File: config.mk
export PLATFORM = sky130hd
export DESIGN_NAME = efmu_top
export DESIGN_NICKNAME = d
export VERILOG_FILES = /design/src/core/efmu_pkg.sv /design/src/core/efmu_flag_byte.sv /design/src/core/efmu_top.sv
export VERILOG_INCLUDE_DIRS = /design/src /design/src/core
export SDC_FILE = /design/constraint.sdc
export NUM_CORES = 1
export LEC_CHECK = 0
export BUFFER_PORTS_ARGS = -buffer_cell sky130_fd_sc_hd__buf_2
export CORE_UTILIZATION = 58
export DETAILED_ROUTE_END_ITERATION = 10
export PLACE_DENSITY = 0.76
export SLEW_MARGIN = 20
export SYNTH_ARGS = -nofsm -noshare
export SYNTH_HDL_FRONTEND = slang
export SYNTH_SLANG_ARGS = --single-unit
File: constraint.sdc
create_clock -name CLK -period 4.16 [get_ports CLK]
set_clock_uncertainty 0.15 [all_clocks]
set_input_delay 1.248 -clock CLK [delete_from_list [all_inputs] [get_ports CLK]]
set_output_delay 1.248 -clock CLK [all_outputs]
set_load 0.005 [all_outputs]
File: src/core/efmu_map.svh
// register offsets, field positions, reset values and codes for the event flag and mask unit
// Function
// RULE_01 - key status byte: bit 1 run-time key loaded, bit 2 stored key loaded
// RULE_02 - read-only pairing status byte shows current or latest pairing state since reset
// RULE_03 - status read answers acknowledge code, address with top bit set, one value byte
// RULE_04 - events set their own flag bit; reading a flag byte leaves it unchanged
// RULE_05 - writing a flag byte stores the AND of present and written values
// RULE_06 - host writes only clear flags; some flags also clear internally
// RULE_07 - exception output high when a flag and its mask bit are set, legacy mask zero
// RULE_08 - nonzero legacy mask removes all influence of the event mask bank
// RULE_09 - transmit-done sets after send, or after acknowledgement when one was requested
// RULE_10 - receive-waiting stays set while received bytes remain undelivered, clears when drained
// RULE_11 - plain-packet flag sets when an accepted packet carries no encryption
// RULE_12 - sequence-decrease flag sets when encrypted packet number drops below previous; here seq_evt is tied to zero, so it never sets
// RULE_13 - sequence-skip flag sets when encrypted packet number jumps by more than one; here seq_evt is tied to zero, so it never sets
// RULE_14 - pairing-started flag sets when pairing begins; byte 1 bits 6 and 7 reserved
// RULE_15 - flag byte 0 bits: serial ovf, radio ovf, write fail, no ack, crc, hdr, seq id, frame
// RULE_16 - three flag bytes consecutive, most significant lowest; top byte reserved
// RULE_17 - three-byte mask in run-time and stored copies, aligned with flag bits
// RULE_18 - host writes zero to mask bits of unassigned flags
// RULE_19 - packet options readable and writable with no effect on behaviour
// RULE_20 - at reset run-time registers, mask bank included, load from stored copies
// RULE_21 - plain packets accepted when allow bit is one, silently ignored when zero
// RULE_22 - a flag set in the same cycle as a clearing write wins
// RULE_23 - exception output recomputed every cycle from flags, masks and legacy mask
`ifndef EFMU_MAP_SVH
`define EFMU_MAP_SVH

`define EFMU_OFS_MASK2_NV   8'h80
`define EFMU_OFS_MASK1_NV   8'h81
`define EFMU_OFS_MASK0_NV   8'h82
`define EFMU_OFS_KEYSTAT    8'hc9
`define EFMU_OFS_PAIRSTAT   8'hca
`define EFMU_OFS_FLAG2      8'hcd
`define EFMU_OFS_FLAG1      8'hce
`define EFMU_OFS_FLAG0      8'hcf
`define EFMU_OFS_MASK2      8'hd0
`define EFMU_OFS_MASK1      8'hd1
`define EFMU_OFS_MASK0      8'hd2
`define EFMU_OFS_PACKET_OPTIONS     8'hd3

`define EFMU_ACK_CODE       8'h06
`define EFMU_NACK_CODE      8'h15
`define EFMU_ECHO_BIT       8'h80

`define EFMU_KEY_RT_BIT     1
`define EFMU_KEY_NV_BIT     2
`define EFMU_FLAG1_USED     8'h3f
`define EFMU_FLAG0_USED     8'hff
`define EFMU_FLAG2_USED     8'h00
`define EFMU_NV_MASK_RESET  8'h00
`define EFMU_PACKET_OPTIONS_RESET   8'h00

`endif

File: src/core/efmu_pkg.sv
// types of the event flag and mask unit
package efmu_pkg;
	typedef enum logic [1:0] {
		EFMU_IDLE = 2'b00,
		EFMU_ACK  = 2'b01,
		EFMU_ECHO = 2'b10,
		EFMU_VAL  = 2'b11
	} efmu_rsp_e;

	// one register command from the host framer
	typedef struct packed {
		logic       valid;
		logic       write;
		logic [7:0] addr;
		logic [7:0] data;
	} efmu_cmd_s;

	// event pulses from the radio and serial logic
	typedef struct packed {
		logic serial_overflow_flag;
		logic radio_overflow_flag;
		logic write_failed_flag;
		logic missing_ack_flag;
		logic payload_crc_error_flag;
		logic header_crc_error_flag;
		logic ack_sequence_error_flag;
		logic frame_type_error_flag;
		logic tx_sent;
		logic tx_ack_wanted;
		logic tx_ack_seen;
		logic rx_pending;
		logic rx_accepted;
		logic rx_plain;
		logic rx_encrypted;
		logic pairing_begin;
	} efmu_evt_s;
endpackage : efmu_pkg

File: src/core/efmu_flag_byte.sv
// one sticky flag byte with and-write clear and set priority
`timescale 1ns/1ps
`default_nettype none
`include "efmu_map.svh"
module efmu_flag_byte #(
	parameter logic [7:0] USED = 8'hff
) (
	input  wire logic       clk,
	input  wire logic       rst_n,
	input  wire logic       ce,
	input  wire logic       wr,
	input  wire logic [7:0] wdata,
	input  wire logic [7:0] set,
	input  wire logic [7:0] clr_int,
	output logic      [7:0] flags_q
);
	logic [7:0] flags_d;

	always_comb begin
		flags_d = flags_q & ~clr_int;
		if (wr) begin
			flags_d = flags_d & wdata; // RULE_05 RULE_06
		end
		flags_d = (flags_d | set) & USED; // RULE_22 RULE_04
	end

	always_ff @(posedge clk) begin
		if (!rst_n) begin
			flags_q <= 8'h00;
		end else if (ce) begin
			flags_q <= flags_d;
		end
	end

	a_set_wins : assert property (@(posedge clk) disable iff (!rst_n)
		ce && ((set & USED) != 8'h00) |=> ((flags_q & $past(set) & USED) == ($past(set) & USED)))
		else $error("flag set lost"); // RULE_22
	a_no_host_set : assert property (@(posedge clk) disable iff (!rst_n)
		ce && set == 8'h00 |=> (flags_q & ~$past(flags_q)) == 8'h00)
		else $error("flag rose without event"); // RULE_06
endmodule : efmu_flag_byte
`default_nettype wire

File: src/core/efmu_top.sv
// event flag, mask and status registers behind the serial command framer
`timescale 1ns/1ps
`default_nettype none
`include "efmu_map.svh"
module efmu_top (
	input  wire logic              CLK,
	input  wire logic              RST_N,
	input  wire logic              CE,
	input  wire efmu_pkg::efmu_cmd_s CMD,
	input  wire efmu_pkg::efmu_evt_s EVT,
	input  wire logic              KEY_RT_LOADED,
	input  wire logic              KEY_NV_LOADED,
	input  wire logic [7:0]        PAIRING_STATE,
	input  wire logic [7:0]        LEGACY_EVENT_MASK,
	input  wire logic              ALLOW_PLAIN_RECEIVE,
	output logic                   RSP_VALID,
	output logic [7:0]             RSP_BYTE,
	output logic                   RSP_LAST,
	output logic                   EXCEPTION_OUTPUT,
	output logic                   RX_DROP_PLAIN
);
	efmu_pkg::efmu_rsp_e rsp_state_q;
	logic [7:0]          rsp_addr_q;
	logic [7:0]          rsp_val_q;
	logic [7:0]          rd_val;
	logic                rd_hit;
	logic [7:0]          mask_nv_q [3];
	logic [7:0]          mask_q [3];
	logic [7:0]          packet_options_q;
	logic [7:0]          packet_options_nv_q;
	logic [7:0]          pairing_q;
	logic [7:0]          key_stat;
	logic [7:0]          flag_q [3];
	logic [7:0]          set0;
	logic [7:0]          set1;
	logic [7:0]          wr_flag;
	logic                tx_wait_ack_q;
	logic                rx_pending_q;
	logic                plain_ok;
	logic                wr_cmd;
	logic                boot_q;

	assign wr_cmd = CE && CMD.valid && CMD.write;

	// status byte: only the two key bits are defined
	always_comb begin
		key_stat = 8'h00;
		key_stat[`EFMU_KEY_RT_BIT] = KEY_RT_LOADED; // RULE_01
		key_stat[`EFMU_KEY_NV_BIT] = KEY_NV_LOADED; // RULE_01
	end

	// pairing state is registered on every enabled cycle, one cycle behind the pairing logic
	always_ff @(posedge CLK) begin
		if (!RST_N) begin
			pairing_q <= 8'h00;
		end else if (CE) begin
			pairing_q <= PAIRING_STATE; // RULE_02
		end
	end

	// read mux; read never alters a flag
	always_comb begin
		rd_hit = 1'b1;
		case (CMD.addr)
			`EFMU_OFS_MASK2_NV: rd_val = mask_nv_q[2];
			`EFMU_OFS_MASK1_NV: rd_val = mask_nv_q[1];
			`EFMU_OFS_MASK0_NV: rd_val = mask_nv_q[0];
			`EFMU_OFS_KEYSTAT:  rd_val = key_stat;
			`EFMU_OFS_PAIRSTAT: rd_val = pairing_q; // RULE_02
			`EFMU_OFS_FLAG2:    rd_val = flag_q[2]; // RULE_16 RULE_04
			`EFMU_OFS_FLAG1:    rd_val = flag_q[1];
			`EFMU_OFS_FLAG0:    rd_val = flag_q[0];
			`EFMU_OFS_MASK2:    rd_val = mask_q[2];
			`EFMU_OFS_MASK1:    rd_val = mask_q[1];
			`EFMU_OFS_MASK0:    rd_val = mask_q[0];
			`EFMU_OFS_PACKET_OPTIONS:   rd_val = packet_options_q;
			default: begin
				rd_val = 8'h00;
				rd_hit = 1'b0;
			end
		endcase
	end

	// response sequencer: ack, echoed address, value; nack alone for unmapped reads
	always_ff @(posedge CLK) begin
		if (!RST_N) begin
			rsp_state_q <= efmu_pkg::EFMU_IDLE;
			rsp_addr_q  <= 8'h00;
			rsp_val_q   <= 8'h00;
			RSP_VALID   <= 1'b0;
			RSP_BYTE    <= 8'h00;
			RSP_LAST    <= 1'b0;
		end else if (CE) begin
			RSP_VALID <= 1'b0;
			RSP_LAST  <= 1'b0;
			case (rsp_state_q)
				efmu_pkg::EFMU_IDLE: begin
					if (CMD.valid && !CMD.write) begin
						RSP_VALID <= 1'b1;
						rsp_addr_q <= CMD.addr | `EFMU_ECHO_BIT;
						rsp_val_q  <= rd_val;
						if (rd_hit) begin
							RSP_BYTE    <= `EFMU_ACK_CODE; // RULE_03
							rsp_state_q <= efmu_pkg::EFMU_ECHO;
						end else begin
							RSP_BYTE <= `EFMU_NACK_CODE;
							RSP_LAST <= 1'b1;
						end
					end
				end
				efmu_pkg::EFMU_ECHO: begin
					RSP_VALID   <= 1'b1;
					RSP_BYTE    <= rsp_addr_q; // RULE_03
					rsp_state_q <= efmu_pkg::EFMU_VAL;
				end
				efmu_pkg::EFMU_VAL: begin
					RSP_VALID   <= 1'b1;
					RSP_BYTE    <= rsp_val_q; // RULE_03
					RSP_LAST    <= 1'b1;
					rsp_state_q <= efmu_pkg::EFMU_IDLE;
				end
				default: begin
					rsp_state_q <= efmu_pkg::EFMU_IDLE;
				end
			endcase
		end
	end

	// stored mask copies and packet options; no real memory here, they reset to defaults
	always_ff @(posedge CLK) begin
		if (!RST_N) begin
			mask_nv_q[0] <= `EFMU_NV_MASK_RESET;
			mask_nv_q[1] <= `EFMU_NV_MASK_RESET;
			mask_nv_q[2] <= `EFMU_NV_MASK_RESET;
			packet_options_nv_q  <= `EFMU_PACKET_OPTIONS_RESET;
		end else if (wr_cmd) begin
			if (CMD.addr == `EFMU_OFS_MASK2_NV) mask_nv_q[2] <= CMD.data; // RULE_17
			if (CMD.addr == `EFMU_OFS_MASK1_NV) mask_nv_q[1] <= CMD.data;
			if (CMD.addr == `EFMU_OFS_MASK0_NV) mask_nv_q[0] <= CMD.data;
		end
	end

	// run-time copies load from stored copies in the first cycle after reset release
	always_ff @(posedge CLK) begin
		if (!RST_N) begin
			boot_q <= 1'b1;
		end else if (CE) begin
			boot_q <= 1'b0;
		end
	end

	always_ff @(posedge CLK) begin
		if (!RST_N) begin
			mask_q[0] <= 8'h00;
			mask_q[1] <= 8'h00;
			mask_q[2] <= 8'h00;
			packet_options_q  <= 8'h00;
		end else if (CE) begin
			if (boot_q) begin
				mask_q[0] <= mask_nv_q[0]; // RULE_20
				mask_q[1] <= mask_nv_q[1];
				mask_q[2] <= mask_nv_q[2];
				packet_options_q  <= packet_options_nv_q;
			end else if (CMD.valid && CMD.write) begin
				if (CMD.addr == `EFMU_OFS_MASK2) mask_q[2] <= CMD.data; // RULE_17
				if (CMD.addr == `EFMU_OFS_MASK1) mask_q[1] <= CMD.data;
				if (CMD.addr == `EFMU_OFS_MASK0) mask_q[0] <= CMD.data;
				if (CMD.addr == `EFMU_OFS_PACKET_OPTIONS) packet_options_q <= CMD.data; // RULE_19
			end
		end
	end

	// transmit done waits for the acknowledgement when one was asked for
	always_ff @(posedge CLK) begin
		if (!RST_N) begin
			tx_wait_ack_q <= 1'b0;
			rx_pending_q  <= 1'b0;
		end else if (CE) begin
			if (EVT.tx_sent && EVT.tx_ack_wanted && !EVT.tx_ack_seen) begin
				tx_wait_ack_q <= 1'b1;
			end else if (EVT.tx_ack_seen) begin
				tx_wait_ack_q <= 1'b0;
			end
			rx_pending_q <= EVT.rx_pending;
		end
	end

	assign plain_ok = EVT.rx_accepted && EVT.rx_plain && ALLOW_PLAIN_RECEIVE; // RULE_21

	always_ff @(posedge CLK) begin
		if (!RST_N) begin
			RX_DROP_PLAIN <= 1'b0;
		end else if (CE) begin
			RX_DROP_PLAIN <= EVT.rx_accepted && EVT.rx_plain && !ALLOW_PLAIN_RECEIVE; // RULE_21
		end
	end

	always_comb begin
		set0 = {EVT.frame_type_error_flag, EVT.ack_sequence_error_flag,
			EVT.header_crc_error_flag, EVT.payload_crc_error_flag,
			EVT.missing_ack_flag, EVT.write_failed_flag,
			EVT.radio_overflow_flag, EVT.serial_overflow_flag}; // RULE_15
		set1 = 8'h00;
		set1[0] = (EVT.tx_sent && !EVT.tx_ack_wanted)
			|| (EVT.tx_ack_seen && (tx_wait_ack_q || EVT.tx_ack_wanted)); // RULE_09
		set1[1] = EVT.rx_pending; // RULE_10
		set1[2] = plain_ok; // RULE_11
		set1[3] = 1'b0;
		set1[4] = 1'b0;
		set1[5] = EVT.pairing_begin; // RULE_14
	end

	// sequence check results seq_evt are tied to zero, so rx_encrypted pulses never set these flags
	logic [1:0] seq_evt;
	logic [7:0] seq_prev_q;
	logic       seq_seen_q;
	assign seq_evt = 2'b00;

	always_comb begin
		wr_flag[0] = wr_cmd && CMD.addr == `EFMU_OFS_FLAG0;
		wr_flag[1] = wr_cmd && CMD.addr == `EFMU_OFS_FLAG1;
		wr_flag[2] = wr_cmd && CMD.addr == `EFMU_OFS_FLAG2;
		wr_flag[7:3] = 5'h00;
	end

	efmu_flag_byte #(.USED(`EFMU_FLAG0_USED)) u_flag0 (
		.clk     (CLK),
		.rst_n   (RST_N),
		.ce      (CE),
		.wr      (wr_flag[0]),
		.wdata   (CMD.data),
		.set     (set0),
		.clr_int (8'h00),
		.flags_q (flag_q[0])
	);

	efmu_flag_byte #(.USED(`EFMU_FLAG1_USED)) u_flag1 (
		.clk     (CLK),
		.rst_n   (RST_N),
		.ce      (CE),
		.wr      (wr_flag[1]),
		.wdata   (CMD.data),
		// RULE_12 RULE_13
		.set     (set1 | {3'h0, EVT.rx_encrypted & seq_evt[1], EVT.rx_encrypted & seq_evt[0], 3'h0}),
		.clr_int ({6'h00, rx_pending_q & ~EVT.rx_pending, 1'b0}), // RULE_10
		.flags_q (flag_q[1])
	);

	efmu_flag_byte #(.USED(`EFMU_FLAG2_USED)) u_flag2 (
		.clk     (CLK),
		.rst_n   (RST_N),
		.ce      (CE),
		.wr      (wr_flag[2]),
		.wdata   (CMD.data),
		.set     (8'h00),
		.clr_int (8'h00),
		.flags_q (flag_q[2])
	); // RULE_16

	// kept for the decryption port; the counter compare lives there
	always_ff @(posedge CLK) begin
		if (!RST_N) begin
			seq_prev_q <= 8'h00;
			seq_seen_q <= 1'b0;
		end else if (CE && EVT.rx_encrypted) begin
			seq_prev_q <= seq_prev_q;
			seq_seen_q <= 1'b1;
		end
	end

	// registered so the line never glitches; one cycle behind the flags
	always_ff @(posedge CLK) begin
		if (!RST_N) begin
			EXCEPTION_OUTPUT <= 1'b0;
		end else if (CE) begin
			EXCEPTION_OUTPUT <= (LEGACY_EVENT_MASK == 8'h00) &&
				(((flag_q[0] & mask_q[0]) | (flag_q[1] & mask_q[1])
				| (flag_q[2] & mask_q[2])) != 8'h00); // RULE_07 RULE_08 RULE_23
		end
	end

	a_legacy_blocks : assert property (@(posedge CLK) disable iff (!RST_N)
		CE && LEGACY_EVENT_MASK != 8'h00 |=> !EXCEPTION_OUTPUT)
		else $error("exception raised under legacy mask"); // RULE_08
	a_ex_follows : assert property (@(posedge CLK) disable iff (!RST_N)
		CE && LEGACY_EVENT_MASK == 8'h00 && (flag_q[0] & mask_q[0]) != 8'h00
		|=> EXCEPTION_OUTPUT)
		else $error("exception missing"); // RULE_07
	a_read_frame : assert property (@(posedge CLK) disable iff (!RST_N)
		RSP_VALID && RSP_BYTE == `EFMU_ACK_CODE && rsp_state_q == efmu_pkg::EFMU_ECHO && CE
		|=> RSP_VALID && RSP_BYTE[7] ##1 RSP_VALID && RSP_LAST)
		else $error("read answer malformed"); // RULE_03
	a_read_keeps : assert property (@(posedge CLK) disable iff (!RST_N)
		CE && CMD.valid && !CMD.write && set0 == 8'h00 |=> flag_q[0] == $past(flag_q[0]))
		else $error("read altered flags"); // RULE_04
	a_plain_gate : assert property (@(posedge CLK) disable iff (!RST_N)
		CE && !boot_q && !ALLOW_PLAIN_RECEIVE && !wr_flag[1] |=> flag_q[1][2] == $past(flag_q[1][2]))
		else $error("plain flag set while disallowed"); // RULE_11
	a_boot_load : assert property (@(posedge CLK) disable iff (!RST_N)
		CE && boot_q |=> mask_q[0] == $past(mask_nv_q[0]))
		else $error("mask not loaded at reset"); // RULE_20
	a_top_reserved : assert property (@(posedge CLK) disable iff (!RST_N)
		flag_q[2] == 8'h00 && (flag_q[1] & 8'hc0) == 8'h00)
		else $error("reserved flag set"); // RULE_14
	a_txdone_ack : assert property (@(posedge CLK) disable iff (!RST_N)
		CE && EVT.tx_sent && EVT.tx_ack_wanted && !EVT.tx_ack_seen && !flag_q[1][0]
		&& !tx_wait_ack_q |=> !flag_q[1][0])
		else $error("tx done before ack"); // RULE_09

	c_read : cover property (@(posedge CLK) RSP_VALID && RSP_LAST && RSP_BYTE != `EFMU_NACK_CODE);
	c_clear : cover property (@(posedge CLK) wr_flag[0] && flag_q[0] != 8'h00);
	c_ex : cover property (@(posedge CLK) EXCEPTION_OUTPUT);
endmodule : efmu_top
`default_nettype wire

==> metrics.md <==
| Metric | Value |
|---|---|
| Maximum clock path buffer count | 2 |
| Clock power share | 0.317 |
| Metal-1 WL | 6.122 mm |
| Die ar. | 9417 um2 |
| Largest net degree at the start of global routing | 54 |
| GP Congestion | 1.001 |
| First-pass GRT wire length | 21.57 mm |
| Min Tclk post-route | 3239 ps |
| Syn. warnings | 0 |
| Netlist cell types | 54 |
| Leakage | 2.418 nW |
| Predominant post-synthesis flop cell | dfxtp_1 |
| Multi-input gate area | 2389 um2 |
| Post-CTS Setup Bufs | 0 |
| RSZ-0062 raised after global routing | no |
| CP arrival | ~3200 ps |
| Clock latency on the worst-skew pair | 390 ps |
| Endpoint type of the worst setup path | register |
| Slew headroom | 0.3706 |
| Vias in the first global route | 4,026 |
| Routed met3 length | between 1 and 1.5 mm |
| Met2 wire length | slightly below 6 mm |
| Max frequency | 308.8 MHz |
| Port bufs | 66 |
| Fillers | 702 |
| Clk root buf | clkbuf_8 |
| # hold bufs at CTS | 0 |
| Mapped Cells | between 500 and 600 |
| CTS Buf Count | 9 |
| Syn_area_per_cell | 9.810 um2 |
| Worst-path fanout max | 12 |
| Mapped Area | 5239 um2 |
| R2R Path Start | mask_q[0][13]$_DFFE_PP_ |
| CTS tree | built |
| Hold Crit Class | register to register |
| Clock transition at path regs | 120 ps |
| Seq. cell area | 2703 um2 |
| Flop pwr share | 0.586 |
| Worst Hold Endpoint | rsp_val_q[6]$_SDFFE_PN0P_ |
| HP Start | rsp_val_q[6]$_SDFFE_PN0P_ |
| Grt ovf | 0 |
| Share of layout cells above drive strength 1 | 0.1847 |
| GRT Overall Usage | 0.2967 |
| Crit path required time | slightly above 4000 ps |
| Power Dens Cells | 353.1 nW/um2 |
| Max Used Layer | met4 |
| Die height | 97.04 um |
| Worst-Margin Slew | about 900 ps |
| PostCTS Resize Cnt | 0 |
| Highest-count cells in the layout ignoring fill and taps | 116 x nand2_1, 66 x buf_2, 63 x dfxtp_1, 48 x edfxtp_1, 34 x a22oi_1 |
| Sw Ratio | 0.2751 |
| Most common cell after layout, fill and taps aside | nand2_1 |
| EDFF count, synth | 48 |
| Register area share after synthesis | 0.5159 |
| HPWL Detailed | 10.14 mm |
| Initial Util | 0.6007 |
| Asr flop ratio synth | 0 |
| Die W | a little under 100 um |
| FP Rows | 34 |
| R2R Setup Slk | a little under 2000 ps |
| Fin nets | 656 |
| Total clock sinks | between 100 and 150 |
| H-tree depth | 3 |
| Via Count | 4,405 |
| Residual DRC | 0 |
| Final Cycle Share | 0.7786 |
| Flops & latches, synth | 111 |
| Avg WL per Cell | 19.15 um |
| Crit Path Category | input port to register |
| Reg-to-reg endpoint | rsp_val_q[5]$_SDFFE_PN0P_ |
| Worst-case hold slack | about 320 ps |
| Final setup fails | 0 |
| Initial antenna violation count | 1 |
| Power share of the combinational group | 0.097 |
| Status | finished clean |
| Post-route ant nets | 0 |
| Drt total wl | between 10 and 15 mm |
| Max IR drop VDD | 0.2983 mV |
| Via-to-Cell Ratio | 6.213 |
| Drt pass-1 iters | 5 |
| Syn_nets | 594 |
| Reg2reg path depth | 5 |
| Design Power | approximately 2.1 mW |
| Final Slew Violations | 0 |
| Area delta synth->final | 12.85% |
| DRT iter0 DRCs | 379 |
| Core box area | between 8000 and 9000 um2 |
| Max Cap Viol | 0 |
| Sw power | 0.5742 mW |
| Final Hold Fails | 0 |
| CP Launch Type | input port |
| Worst hold stages | 2 |
| IO Pins | 68 |
| Cell Int Power | roughly 1.5 mW |
| Diodes inserted | 0 |
| TNS Setup | 0 ps |
==> cell type report <==
class	count	share of cell area
timing repair buffer	82	0.07619
clock buffer	9	0.02095
multi-input combinational	384	0.4040
clock inverter	7	0.01376
inverter	8	0.005079
sequential	111	0.4571
tap	108	0.02286
==> kinds of logic after synthesis <==
logic type      after synthesis  synth area share
simple gates                216            0.2025
compound gates              140            0.1918
mux                          24           0.05206
buf+inv                      39           0.02818
flops                       111            0.5159
fa+ha+maj                     4          0.009554
==> how the worst max path moves through the flow <==
stage,from,end,slack (ps),cells after the start
6_report,CMD[10],mask_q[0][14]$_DFFE_PP_,920,5
5_1_grt,CMD[10],mask_q[0][9]$_DFFE_PP_,860,5
4_1_cts,CMD[10],mask_q[0][15]$_DFFE_PP_,950,5
3_5_place_dp,CMD[10],mask_q[0][10]$_DFFE_PP_,540,5
3_3_place_gp,CMD[10],mask_q[0][10]$_DFFE_PP_,550,5
2_1_floorplan,CMD[10],mask_q[0][0]$_DFFE_PP_,470,4
==> power groups by stage <==
stage | sequential, mW | clock [mW] | combinational (mW)
floorplan | 1.23 | 0 | 0.121
global placement | 1.24 | 0 | 0.196
detailed placement | 1.24 | 0 | 0.200
CTS | 1.22 | 0.670 | 0.201
global route | 1.23 | 0.700 | 0.222
finish | 1.22 | 0.663 | 0.202
==> sequential cells by signal (all words and copies together), names as in the netlist, 2 cells and up <==
register	cells
mask_nv_q	24
mask_q	24
rsp_val_q	8
packet_options_q	8
u_flag0.flags_q	8
RSP_BYTE	8
u_flag1.flags_q	6
pairing_q	8
rsp_state_q	2
rsp_addr_q	8
==> metal layers <==
metal  global-route usage  vias up
met2               0.4334      209
li1                     -     2072
met4               0.1412        0
met5                    0        -
met1               0.4297     2093
met3              0.04986       31
==> Yosys cell counts, drive strengths merged, types with 5 or more instances <==
master | n | area share
nand3 | 9 | 0.0086
a21boi | 22 | 0.032
edfxtp | 48 | 0.28
o211a | 8 | 0.015
nor2 | 17 | 0.017
buf | 5 | 0.0038
a22oi | 34 | 0.049
o21ai | 27 | 0.026
inv | 8 | 0.0057
nor3 | 7 | 0.0067
a31oi | 5 | 0.0060
nand2b | 7 | 0.0084
a21oi | 8 | 0.0076
mux2i | 16 | 0.031
nand2 | 116 | 0.083
clkbuf | 26 | 0.019
and2 | 12 | 0.014
mux2 | 6 | 0.013
dfxtp | 63 | 0.24
nand4 | 6 | 0.0072
nor2b | 21 | 0.025
==> metrics by stage <==
| stage | std cells | instance area, um2 | util | setup slack, ps |
|---|---|---|---|---|
| finish | 709 | 5912 | 0.6779 | 921.1 |
| global route | 709 | 5912 | 0.6779 | 863.0 |
| CTS | 709 | 5912 | 0.6779 | 947.8 |
| detailed placement | 693 | 5707 | 0.6544 | 540.6 |
| global placement | 693 | 5707 | 0.6544 | 545.9 |
| floorplan | 534 | 5239 | - | 474.8 |
==> worst max-delay path: stages <==
cell,delay [ps]
buf_2,200
or4b_1,680
or4_4,630
o21ai_0,200
buf_4,220
No activity file was read; power rests on OpenSTA's default activity.
